<file path="src/tmo_pkg.sv">
`default_nettype none

package tmo_pkg;

    //------------------------------------------------------------------
    // Register map
    //------------------------------------------------------------------
    localparam int          ADDR_W     = 8;
    localparam logic [7:0]  OFS_CTRL   = 8'h00;
    localparam logic [7:0]  OFS_COUNT  = 8'h04;
    localparam logic [7:0]  OFS_FLAG   = 8'h08;
    localparam logic [7:0]  OFS_IRQEN  = 8'h0C;
    localparam logic [7:0]  OFS_OSC    = 8'h10;
    localparam logic [7:0]  OFS_CMPA   = 8'h14;
    localparam logic [7:0]  OFS_CMPB   = 8'h18;
    localparam logic [7:0]  OFS_ADC    = 8'h1C;

    //------------------------------------------------------------------
    // Field positions
    //------------------------------------------------------------------
    localparam int          CTL_ON     = 0;
    localparam int          CTL_SRC    = 1;
    localparam int          CTL_NOSYNC = 2;
    localparam int          CTL_OSCEN  = 3;
    localparam int          CTL_ACTIVE = 6;
    localparam int          CMP_VAL    = 0;
    localparam int          CMP_MODE   = 16;
    localparam int          CMP_USE    = 20;
    localparam int          OSC_SEL    = 0;
    localparam int          OSC_IDLE   = 2;
    localparam int          OSC_MODE   = 4;

    //------------------------------------------------------------------
    // Values and counts
    //------------------------------------------------------------------
    localparam logic [3:0]  MODE_SPECIAL  = 4'hB;
    localparam logic [1:0]  SEL_SECONDARY = 2'h1;
    localparam logic [1:0]  SEL_RST       = 2'h0;
    localparam logic [15:0] COUNT_RST     = 16'h0000;
    localparam logic [15:0] COUNT_MAX     = 16'hFFFF;
    localparam logic [15:0] CMP_RST       = 16'h0000;
    localparam logic [3:0]  CMP_MODE_RST  = 4'h0;
    localparam logic [1:0]  INSTR_DIV_M1  = 2'h3;

    typedef enum logic [2:0] {
        PM_PRI_RUN  = 3'b000,
        PM_SEC_RUN  = 3'b001,
        PM_PRI_IDLE = 3'b010,
        PM_SEC_IDLE = 3'b011,
        PM_SLEEP    = 3'b100
    } tmo_pm_e;

endpackage

`default_nettype wire

</file>
<file path="src/tmo_pin_if.sv">
`timescale 1ns/1ps
`default_nettype none

interface tmo_pin_if;
    logic [2:0] lvl;
    logic       in_rise;
    modport src (output lvl, output in_rise);
    modport snk (input lvl, input in_rise);
endinterface

`default_nettype wire

</file>
<file path="src/tmo_timer.sv">
//------------------------------------------------------------------------
// Behaviour
// - Oscillator amplifier on only while enabled
// - Oscillator keeps running in every power mode
// - Select 01 enters secondary run mode
// - Sleep, idle bit clear: secondary idle from secondary run, primary idle from primary run
// - Active flag tracks secondary clock, cleared on failure
// - Counter counts 0000h to FFFFh, wraps
// - Wrap sets flag; interrupt gated by enable
// - Special-event compare match clears counter
// - Unit B trigger starts converter if enabled and not counting unsynchronised
// - Trigger clear skipped in unsynchronised counting
// - Compare value acts as counter period
// - Software counter write beats trigger clear
// - Trigger never sets overflow flag
// - Source bit: instruction cycle or input edge
// - Oscillator enabled: pin digital paths read zero
//------------------------------------------------------------------------
//
// The APB register port and the register addresses were decided locally.
`timescale 1ns/1ps
`default_nettype none

module tmo_timer
    import tmo_pkg::*;
(
    input  wire logic                     I_CLOCK,       // 125 MHz clock
    input  wire logic                     I_RESET_N,     // Async reset
    input  wire logic                     I_PSEL,        // APB select
    input  wire logic                     I_PENABLE,     // APB enable
    input  wire logic                     I_PWRITE,      // APB direction
    input  wire logic [tmo_pkg::ADDR_W-1:0] I_PADDR,     // APB address
    input  wire logic [31:0]              I_PWDATA,      // APB write data
    input  wire logic [3:0]               I_PSTRB,       // APB byte lanes
    output logic      [31:0]              O_PRDATA,      // APB read data
    output logic                          O_PREADY,      // APB ready
    output logic                          O_PSLVERR,     // APB error
    input  wire logic                     I_OSC_IN_PIN,  // Osc input pin
    input  wire logic                     I_OSC_OUT_PIN, // Osc output pin
    input  wire logic                     I_OSC_FAIL,    // Clock monitor
    input  wire logic                     I_SLEEP_EXEC,  // Sleep executed
    input  wire logic                     I_WAKE,        // Wake event
    output logic                          O_OSC_EN,      // Amplifier on
    output logic                          O_PIN_DIG_DIS, // Pin I/O off
    output logic      [1:0]               O_PIN_RD,      // Pin read value
    output logic                          O_IRQ,         // Overflow irq
    output logic                          O_ADC_START,   // Start pulse
    output logic                          O_SEC_ACTIVE,  // Sec clock flag
    output logic      [2:0]               O_PM_MODE      // Power mode
);

    //------------------------------------------------------------------
    // Reset release
    //------------------------------------------------------------------
    logic [1:0] rst_q;
    logic       rst_n;

    always_ff @(posedge I_CLOCK or negedge I_RESET_N) begin
        if (!I_RESET_N) begin
            rst_q <= 2'b00;
        end else begin
            rst_q <= {rst_q[0], 1'b1};
        end
    end
    assign rst_n = rst_q[1];

    //------------------------------------------------------------------
    // Pin synchronisers
    //------------------------------------------------------------------
    tmo_pin_if pins ();

    tmo_pin_sync u_sync (
        .i_clk   (I_CLOCK),
        .i_rst_n (rst_n),
        .i_raw   ({I_OSC_FAIL, I_OSC_OUT_PIN, I_OSC_IN_PIN}),
        .pins    (pins.src)
    );

    //------------------------------------------------------------------
    // State
    //------------------------------------------------------------------
    logic        on_q, src_q, nosync_q, oscen_q;
    logic [15:0] count_q;
    logic        ovf_q, irqen_q, idle_q, adc_en_q;
    logic [1:0]  sel_q;
    logic [15:0] cmp_val_q  [2];
    logic [3:0]  cmp_mode_q [2];
    logic [1:0]  cmp_use_q;
    logic [1:0]  match_q;
    logic [1:0]  trig;
    logic [1:0]  match_now;
    logic        trig_clr;
    tmo_pm_e     pm_q;
    logic        active_q;
    logic [1:0]  div_q;
    logic        pready_q, pslverr_q;
    logic [31:0] prdata_q, rd_d;
    logic        mapped;
    logic        acc, done, wr, wr0;
    logic        instr_tick, cnt_tick, ovf_set, wr_count;

    //------------------------------------------------------------------
    // APB slave, one wait state
    //------------------------------------------------------------------
    assign acc  = I_PSEL & I_PENABLE;
    assign done = acc & pready_q;
    assign wr   = done & I_PWRITE;
    assign wr0  = wr & I_PSTRB[0];

    always_comb begin
        rd_d   = 32'h0000_0000;
        mapped = 1'b1;
        case (I_PADDR)
            OFS_CTRL: begin
                rd_d[CTL_ON]     = on_q;
                rd_d[CTL_SRC]    = src_q;
                rd_d[CTL_NOSYNC] = nosync_q;
                rd_d[CTL_OSCEN]  = oscen_q;
                rd_d[CTL_ACTIVE] = active_q;
            end
            OFS_COUNT: rd_d[15:0] = count_q;
            OFS_FLAG:  rd_d[0]    = ovf_q;
            OFS_IRQEN: rd_d[0]    = irqen_q;
            OFS_OSC: begin
                rd_d[OSC_SEL +: 2]  = sel_q;
                rd_d[OSC_IDLE]      = idle_q;
                rd_d[OSC_MODE +: 3] = pm_q;
            end
            OFS_CMPA, OFS_CMPB: begin
                rd_d[CMP_VAL +: 16] = cmp_val_q[I_PADDR == OFS_CMPB];
                rd_d[CMP_MODE +: 4] = cmp_mode_q[I_PADDR == OFS_CMPB];
                rd_d[CMP_USE]       = cmp_use_q[I_PADDR == OFS_CMPB];
            end
            OFS_ADC:   rd_d[0] = adc_en_q;
            default:   mapped  = 1'b0;
        endcase
    end

    always_ff @(posedge I_CLOCK or negedge rst_n) begin
        if (!rst_n) begin
            pready_q  <= 1'b0;
            pslverr_q <= 1'b0;
            prdata_q  <= 32'h0000_0000;
        end else begin
            pready_q <= acc & ~pready_q;
            if (acc & ~pready_q) begin
                pslverr_q <= ~mapped;
                prdata_q  <= (I_PWRITE | ~mapped) ? 32'h0000_0000 : rd_d;
            end else begin
                pslverr_q <= 1'b0;
                prdata_q  <= 32'h0000_0000;
            end
        end
    end

    assign O_PREADY  = pready_q;
    assign O_PSLVERR = pslverr_q;
    assign O_PRDATA  = prdata_q;

    //------------------------------------------------------------------
    // Control registers
    //------------------------------------------------------------------
    always_ff @(posedge I_CLOCK or negedge rst_n) begin
        if (!rst_n) begin
            on_q     <= 1'b0;
            src_q    <= 1'b0;
            nosync_q <= 1'b0;
            oscen_q  <= 1'b0;
            irqen_q  <= 1'b0;
            sel_q    <= SEL_RST;
            idle_q   <= 1'b0;
            adc_en_q <= 1'b0;
        end else if (wr0) begin
            case (I_PADDR)
                OFS_CTRL: begin
                    on_q     <= I_PWDATA[CTL_ON];
                    src_q    <= I_PWDATA[CTL_SRC];
                    nosync_q <= I_PWDATA[CTL_NOSYNC];
                    oscen_q  <= I_PWDATA[CTL_OSCEN];
                end
                OFS_IRQEN: irqen_q  <= I_PWDATA[0];
                OFS_OSC: begin
                    sel_q  <= I_PWDATA[OSC_SEL +: 2];
                    idle_q <= I_PWDATA[OSC_IDLE];
                end
                OFS_ADC:   adc_en_q <= I_PWDATA[0];
                default:   ;
            endcase
        end
    end

    //------------------------------------------------------------------
    // Compare units
    //------------------------------------------------------------------
    genvar u;
    generate
        for (u = 0; u < 2; u++) begin : g_cmp
            localparam logic [7:0] OFS = (u == 0) ? OFS_CMPA : OFS_CMPB;
            always_ff @(posedge I_CLOCK or negedge rst_n) begin
                if (!rst_n) begin
                    cmp_val_q[u]  <= CMP_RST;
                    cmp_mode_q[u] <= CMP_MODE_RST;
                    cmp_use_q[u]  <= 1'b0;
                end else if (wr && I_PADDR == OFS) begin
                    if (I_PSTRB[0]) begin
                        cmp_val_q[u][7:0] <= I_PWDATA[CMP_VAL +: 8];
                    end
                    if (I_PSTRB[1]) begin
                        cmp_val_q[u][15:8] <= I_PWDATA[CMP_VAL+8 +: 8];
                    end
                    if (I_PSTRB[2]) begin
                        cmp_mode_q[u] <= I_PWDATA[CMP_MODE +: 4];
                        cmp_use_q[u]  <= I_PWDATA[CMP_USE];
                    end
                end
            end
            assign match_now[u] = cmp_use_q[u]
                                & (cmp_mode_q[u] == MODE_SPECIAL)
                                & (count_q == cmp_val_q[u]);
            assign trig[u] = match_now[u] & ~match_q[u];
        end
    endgenerate

    always_ff @(posedge I_CLOCK or negedge rst_n) begin
        if (!rst_n) begin
            match_q <= 2'b00;
        end else begin
            match_q <= match_now;
        end
    end

    assign trig_clr = (|trig) & ~(src_q & nosync_q);

    //------------------------------------------------------------------
    // Instruction-cycle divider
    //------------------------------------------------------------------
    always_ff @(posedge I_CLOCK or negedge rst_n) begin
        if (!rst_n) begin
            div_q <= 2'b00;
        end else begin
            div_q <= div_q + 2'b01;
        end
    end

    assign instr_tick = (div_q == INSTR_DIV_M1) & (pm_q != PM_SLEEP);
    assign cnt_tick   = on_q & (src_q
                      ? pins.in_rise & (nosync_q | (pm_q != PM_SLEEP))
                      : instr_tick);

    //------------------------------------------------------------------
    // Counter
    //------------------------------------------------------------------
    assign wr_count = wr && I_PADDR == OFS_COUNT && (|I_PSTRB[1:0]);
    // only a counting wrap sets the flag
    assign ovf_set  = cnt_tick & (count_q == COUNT_MAX)
                    & ~wr_count & ~trig_clr;

    always_ff @(posedge I_CLOCK or negedge rst_n) begin
        if (!rst_n) begin
            count_q <= COUNT_RST;
        end else if (wr_count) begin
            if (I_PSTRB[0]) begin
                count_q[7:0] <= I_PWDATA[7:0];
            end
            if (I_PSTRB[1]) begin
                count_q[15:8] <= I_PWDATA[15:8];
            end
        end else if (trig_clr) begin
            count_q <= COUNT_RST;
        end else if (cnt_tick) begin
            count_q <= count_q + 16'h0001;
        end
    end

    //------------------------------------------------------------------
    // Overflow flag and interrupt
    //------------------------------------------------------------------
    always_ff @(posedge I_CLOCK or negedge rst_n) begin
        if (!rst_n) begin
            ovf_q <= 1'b0;
        end else if (ovf_set) begin
            ovf_q <= 1'b1;
        end else if (wr0 && I_PADDR == OFS_FLAG && I_PWDATA[0]) begin
            ovf_q <= 1'b0;
        end
    end

    always_ff @(posedge I_CLOCK or negedge rst_n) begin
        if (!rst_n) begin
            O_IRQ       <= 1'b0;
            O_ADC_START <= 1'b0;
        end else begin
            O_IRQ       <= ovf_q & irqen_q;
            O_ADC_START <= trig[1] & ~(src_q & nosync_q) & adc_en_q;
        end
    end

    //------------------------------------------------------------------
    // Oscillator and pins
    //------------------------------------------------------------------
    always_ff @(posedge I_CLOCK or negedge rst_n) begin
        if (!rst_n) begin
            O_OSC_EN      <= 1'b0;
            O_PIN_DIG_DIS <= 1'b0;
            O_PIN_RD      <= 2'b00;
        end else begin
            O_OSC_EN      <= oscen_q;
            O_PIN_DIG_DIS <= oscen_q;
            O_PIN_RD      <= oscen_q ? 2'b00 : pins.lvl[1:0];
        end
    end

    //------------------------------------------------------------------
    // Power-managed modes
    //------------------------------------------------------------------
    always_ff @(posedge I_CLOCK or negedge rst_n) begin
        if (!rst_n) begin
            pm_q <= PM_PRI_RUN;
        end else begin
            case (pm_q)
                PM_PRI_RUN, PM_SEC_RUN: begin
                    if (pm_q == PM_SEC_RUN && pins.lvl[2]) begin
                        pm_q <= PM_PRI_RUN;
                    end else if (I_SLEEP_EXEC) begin
                        if (!idle_q) begin
                            pm_q <= (pm_q == PM_SEC_RUN) ? PM_SEC_IDLE
                                                         : PM_PRI_IDLE;
                        end else begin
                            pm_q <= PM_SLEEP;
                        end
                    end else if (sel_q == SEL_SECONDARY && !pins.lvl[2]) begin
                        pm_q <= PM_SEC_RUN;
                    end else begin
                        pm_q <= PM_PRI_RUN;
                    end
                end
                PM_SEC_IDLE: begin
                    if (pins.lvl[2]) begin
                        pm_q <= PM_PRI_IDLE;
                    end else if (I_WAKE) begin
                        pm_q <= PM_SEC_RUN;
                    end
                end
                PM_PRI_IDLE, PM_SLEEP: begin
                    if (I_WAKE) begin
                        pm_q <= PM_PRI_RUN;
                    end
                end
                default: pm_q <= PM_PRI_RUN;
            endcase
        end
    end

    always_ff @(posedge I_CLOCK or negedge rst_n) begin
        if (!rst_n) begin
            active_q <= 1'b0;
        end else begin
            active_q <= (pm_q == PM_SEC_RUN) | (pm_q == PM_SEC_IDLE);
        end
    end

    assign O_SEC_ACTIVE = active_q;
    assign O_PM_MODE    = pm_q;

endmodule

`default_nettype wire

</file>
<file path="src/tmo_pin_sync.sv">
`timescale 1ns/1ps
`default_nettype none

module tmo_pin_sync (
    input  wire logic       i_clk,   // System clock
    input  wire logic       i_rst_n, // Synchronised reset, low active
    input  wire logic [2:0] i_raw,   // Raw pins: in, out, fail
    tmo_pin_if.src          pins     // Synchronised levels and edge
);
    logic [2:0] s1_q;
    logic [2:0] s2_q;
    logic       prev_q;

    //------------------------------------------------------------------
    // Two-stage synchronisers
    //------------------------------------------------------------------
    genvar g;
    generate
        for (g = 0; g < 3; g++) begin : g_sync
            always_ff @(posedge i_clk or negedge i_rst_n) begin
                if (!i_rst_n) begin
                    s1_q[g] <= 1'b0;
                    s2_q[g] <= 1'b0;
                end else begin
                    s1_q[g] <= i_raw[g];
                    s2_q[g] <= s1_q[g];
                end
            end
        end
    endgenerate

    //------------------------------------------------------------------
    // Rising edge of the oscillator input
    //------------------------------------------------------------------
    always_ff @(posedge i_clk or negedge i_rst_n) begin
        if (!i_rst_n) begin
            prev_q <= 1'b0;
        end else begin
            prev_q <= s2_q[0];
        end
    end

    assign pins.lvl     = s2_q;
    assign pins.in_rise = s2_q[0] & ~prev_q;

endmodule

`default_nettype wire

</file>
<file path="config.mk">
export PLATFORM = sky130hd
export DESIGN_NAME = tmo_timer
export DESIGN_NICKNAME = d
export VERILOG_FILES = /design/src/tmo_pkg.sv /design/src/tmo_pin_if.sv /design/src/tmo_timer.sv /design/src/tmo_pin_sync.sv
export SDC_FILE = /design/constraint.sdc
export NUM_CORES = 1
export LEC_CHECK = 0
export BUFFER_PORTS_ARGS = -buffer_cell sky130_fd_sc_hd__buf_2
export CAP_MARGIN = 5
export CORE_MARGIN = 2
export CORE_UTILIZATION = 35
export DETAILED_ROUTE_END_ITERATION = 6
export GPL_TIMING_DRIVEN = 0
export PLACE_DENSITY = 0.63
export SETUP_SLACK_MARGIN = 0.4
export SYNTH_ARGS = -nofsm -noshare
export SYNTH_HDL_FRONTEND = slang
export SYNTH_SLANG_ARGS = --single-unit
export TNS_END_PERCENT = 1
</file>
<file path="constraint.sdc">
create_clock -name I_CLOCK -period 4.6 [get_ports I_CLOCK]
set_clock_uncertainty 0.15 [all_clocks]
set_input_delay 0.46 -clock I_CLOCK [delete_from_list [all_inputs] [get_ports I_CLOCK]]
set_output_delay 0.46 -clock I_CLOCK [all_outputs]
set_load 0.01 [all_outputs]
</file>
==> flow_metrics.py <==
metrics = {
    "drt": {
        "routed_wl_mm": 16.1,
        "wire_per_inst_um": 18.4,
        "first_pass_detailed_route_iteration_total": 6,
        "post-route-drc-count": 0,
        "drtIter0Drc": 479,
        "via_count": 4594,
        "route.detailed.vias_per_inst": 5.25,
        "drtAntennaViolNets": 0,
    },
    "global_routing": {
        "antenna_found_initial": 0,
        "grt_max_degree": 68,
        "total_global_route_track_usage_pct": 19.1,
        "number_of_global_route_vias_before_repair": 4656,
        "global_route_wire_length_before_repair_mm": 25.8,
        "globalRoute.totalOverflow": 0,
    },
    "cts": {
        "cts_resized": 0,
        "cts_inserted_buffers": 17,
        "clock_tree.buffer_depth": 2,
        "clkSlewWorstSetupHoldPaths_ns": 0.05,
        "cts_setup_buffers": 0,
        "cts-htree-levels": 4,
        "tritoncts": "done",
        "cts-hold-fix-buffers": 4,
        "worstSkewPairLatency_ns": 0.43,
        "cts.sink_count": 113,
        "clockRootBuffer": "clkbuf_16",
    },
    "critical_path": {
        "critPathLaunchType": "flop",
        "cp.required_ns": 4.81,
        "worstSetupEndpointType": "flop",
        "setup.reg_to_reg.worst_slack_ns": 1.51,
        "cp_max_fo": 9,
        "cp.arrival_ns": 3.30,
        "r2r.worst_path.cells": 7,
        "r2r-start": "O_PM_MODE[2]",
        "reg2reg_to": "count_q[15]",
        "critPathKind": "reg2reg",
    },
    "floorplanning": {
        "floorplan.rows": 46,
        "floorplan.die_area_mm2": 0.0175,
        "floorplan.initialDensity_pct": 36.1,
        "die_height_um": 132,
        "core_area_mm2": 0.0159,
        "io_pins": 98,
        "dieWidth_um": 132,
    },
    "logic_synthesis": {
        "yosysUniqueCellTypes": 65,
        "main_synth_ff_type": "dfrtp_1",
        "async_flop_share_pct": 100,
        "synth-edff-count": 0,
        "synth.ff_latch_count": 113,
        "synth_cells": 540,
        "synth_top_cell_area_share_pct": 49.2,
        "synth_warnings": 0,
        "synth-seq-area-share_pct": 49.2,
        "post_synth_main_area_contributors": "dfrtp_1 49%, mux2_2 9.4%, xnor2_1 5.0%",
        "post_synth.cell_area_avg_um2": 10.6,
        "syn-cell-area_mm2": 0.00575,
        "biggest_area_consumer_among_synthesized_cells": "dfrtp_1",
    },
    "timing": {
        "fmax_mhz": 324,
        "finalCritPeriodShare_pct": 67.1,
        "rsz0062_at_grt": "false",
        "fin_ws_ns": 1.51,
        "final_period_minus_worst_setup_slack_ns": 3.09,
        "actual_transition_at_the_worst_max_transition_pin_ns": 0.984,
        "final_hold_viol_count": 0,
        "final.hold.worst_slack_ns": 0.118,
        "final_max_slew_viol_count": 0,
        "maxSlewHeadroom_pct": 34.3,
        "timing.final.setup_violations": 0,
    },
    "place": {
        "place_worst_setup_slack_ns": 1.55,
        "dp_hpwl_mm": 11.8,
        "placed_cell_area_mm2": 0.00645,
        "placer_congestion": 0.920,
        "place.detailed.instances": 839,
        "io_buffers": 72,
    },
    "power_and_ir_drop": {
        "power.density_cell_area_mw_per_mm2": 340,
        "combPwrFrac_pct": 4.4,
        "seq_power_share_pct": 42.6,
        "clkPwrFrac_pct": 53.0,
        "netSwitchingFraction_pct": 22.6,
        "cellInternalPower_mw": 1.86,
        "net-switching-power_uw": 542,
        "power.leakage_nw": 3.21,
        "ir_worst_vdd_uv": 258,
    },
    "run_status": {
        "run_status": "finished, final reports clean",
    },
    "min_path": {
        "min-delay-path-class": "in2reg",
        "min_delay_path_depth": 2,
        "holdPathEnd": "O_PM_MODE[1]",
        "worst_min_delay_path_startpoint": "I_WAKE",
    },
    "finish": {
        "final_cell_count_no_fill": 875,
        "num_antenna_cells": 0,
        "final_util_pct": 44.3,
        "post_route_cells_drive_above_1_share_pct": 28.8,
        "post-route-cell-area_mm2": 0.00706,
        "finish.net_count": 702,
        "areaGrowthSynthToFinish_pct": 22.7,
    },
    "run": {
        "max-cap-violations": 0,
    },
}
-- flip-flops by register name, summed over array words and instances, names as in the netlist, 2 cells and up --
signal / count
sel_q: 2
div_q: 2
cmp_use_q: 2
u_sync.s1_q: 3
O_PRDATA: 21
O_PIN_RD: 2
count_q: 16
u_sync.pins.lvl: 3
O_PM_MODE: 3
cmp_mode_q: 8
rst_q: 2
cmp_val_q: 32
match_q: 2
-- placed cells by master, fill, tap and decap left out, types with 3 or more instances in the layout --
| cell | n |
|---|---|
| nand4_1 | 12 |
| nor2b_1 | 8 |
| a31oi_1 | 8 |
| nor4b_1 | 4 |
| and3_1 | 9 |
| dfrtp_1 | 112 |
| clkbuf_16 | 17 |
| buf_2 | 81 |
| xnor2_1 | 33 |
| a22oi_1 | 13 |
| nand3_1 | 12 |
| o22ai_1 | 4 |
| nor3_1 | 12 |
| a21o_1 | 3 |
| and2_1 | 7 |
| nand2_1 | 48 |
| mux2_2 | 48 |
| conb_1 | 12 |
| o21ai_0 | 29 |
| dlygate4sd3_1 | 4 |
| nor2_1 | 26 |
| clkbuf_1 | 21 |
| nand2b_1 | 5 |
| clkinv_2 | 4 |
| a21oi_1 | 19 |
| mux2i_1 | 16 |
| inv_1 | 10 |
| buf_4 | 15 |
| o21a_1 | 4 |
| a32oi_1 | 3 |
-- cell families after synthesis --
| group | share of synthesized area, % |
|---|---|
| mux | 12.2 |
| compound gates | 12.4 |
| buf+inv | 5.03 |
| xor+xnor | 5.03 |
| other cells | 0.131 |
| flops | 49.2 |
| simple gates | 15.6 |
| fa+ha+maj | 0.435 |
-- metrics by stage --
step                power (mW)  setup TNS [ns]
detailed placement        1.14               0
finish                    2.40               0
CTS                       2.42               0
floorplan                 1.09               0
global route              2.48               0
global placement          1.14          -31.01
-- Yosys cell counts (2+ instances only) --
| cell | n |
|---|---|
| o2111a_1 | 2 |
| nor2b_1 | 8 |
| buf_4 | 15 |
| inv_1 | 10 |
| nor4b_1 | 4 |
| o2111ai_1 | 2 |
| mux2i_1 | 16 |
| and4_1 | 2 |
| nand4_1 | 12 |
| nor3_4 | 2 |
| dfrtp_1 | 113 |
| o21ai_0 | 29 |
| o41ai_1 | 2 |
| nor4_1 | 2 |
| mux2_2 | 48 |
| and2_1 | 7 |
| a21o_1 | 3 |
| and3_1 | 9 |
| a32oi_1 | 3 |
| o22ai_1 | 4 |
| nand3_1 | 12 |
| nand4b_1 | 2 |
| nand2_1 | 48 |
| or3b_2 | 2 |
| a21oi_1 | 19 |
| buf_6 | 2 |
| buf_2 | 9 |
| nand2b_1 | 5 |
| nor2_1 | 26 |
| o31ai_1 | 2 |
| a22oi_1 | 13 |
| o32a_1 | 2 |
| ha_1 | 2 |
| o21a_1 | 4 |
| a31oi_1 | 8 |
| nand3b_1 | 2 |
| conb_1 | 2 |
| clkbuf_1 | 17 |
| xnor2_1 | 33 |
| nor3_1 | 12 |
-- worst max-delay path, stage by stage (launching register included) --
cell	delay (ns)
dfrtp_1	0.47
nor4b_1	0.19
o32ai_1	0.58
nand2_1	0.38
nor4b_1	0.71
nand4_1	0.23
nor3_1	0.19
a221o_1	0.13
-- layout make-up --
type	instances	area [µm²]
multi-input combinational	382	2670
sequential	113	2830
clock buffer	22	454
fill	1556	8890
tap	216	270
inverter	11	41.3
buffer	44	248
clock inverter	10	113
timing repair buffer	77	428
-- power by group through the flow --
stage	Combinational (mW)	Clock (mW)	Sequential (mW)
floorplan	0.0499	0	1.04
global placement	0.0904	0	1.05
detailed placement	0.103	0	1.04
CTS	0.106	1.29	1.02
global route	0.116	1.34	1.02
finish	0.106	1.27	1.02
-- layer usage --
| metal | share of wire (%) | global-route usage (%) |
|---|---|---|
| met4 | 1.8 | 6.82 |
| met2 | 47 | 29.9 |
| met3 | 5.9 | 4.65 |
| met5 | 0 | 0 |
| met1 | 46 | 26.0 |
-- how the worst max path moves through the flow --
stage	cells after the start	from	to	slack [ns]
after floorplan	0	rst_q[1]	O_ADC_START	1.07
after global placement	0	rst_q[1]	O_IRQ	-0.28
after detailed placement	7	O_PM_MODE[2]	count_q[15]	1.55
after CTS	7	O_PM_MODE[2]	count_q[15]	1.54
after global routing	7	O_PM_MODE[2]	count_q[4]	1.32
final	7	O_PM_MODE[2]	count_q[15]	1.51
(Power assumes the default switching activity.)
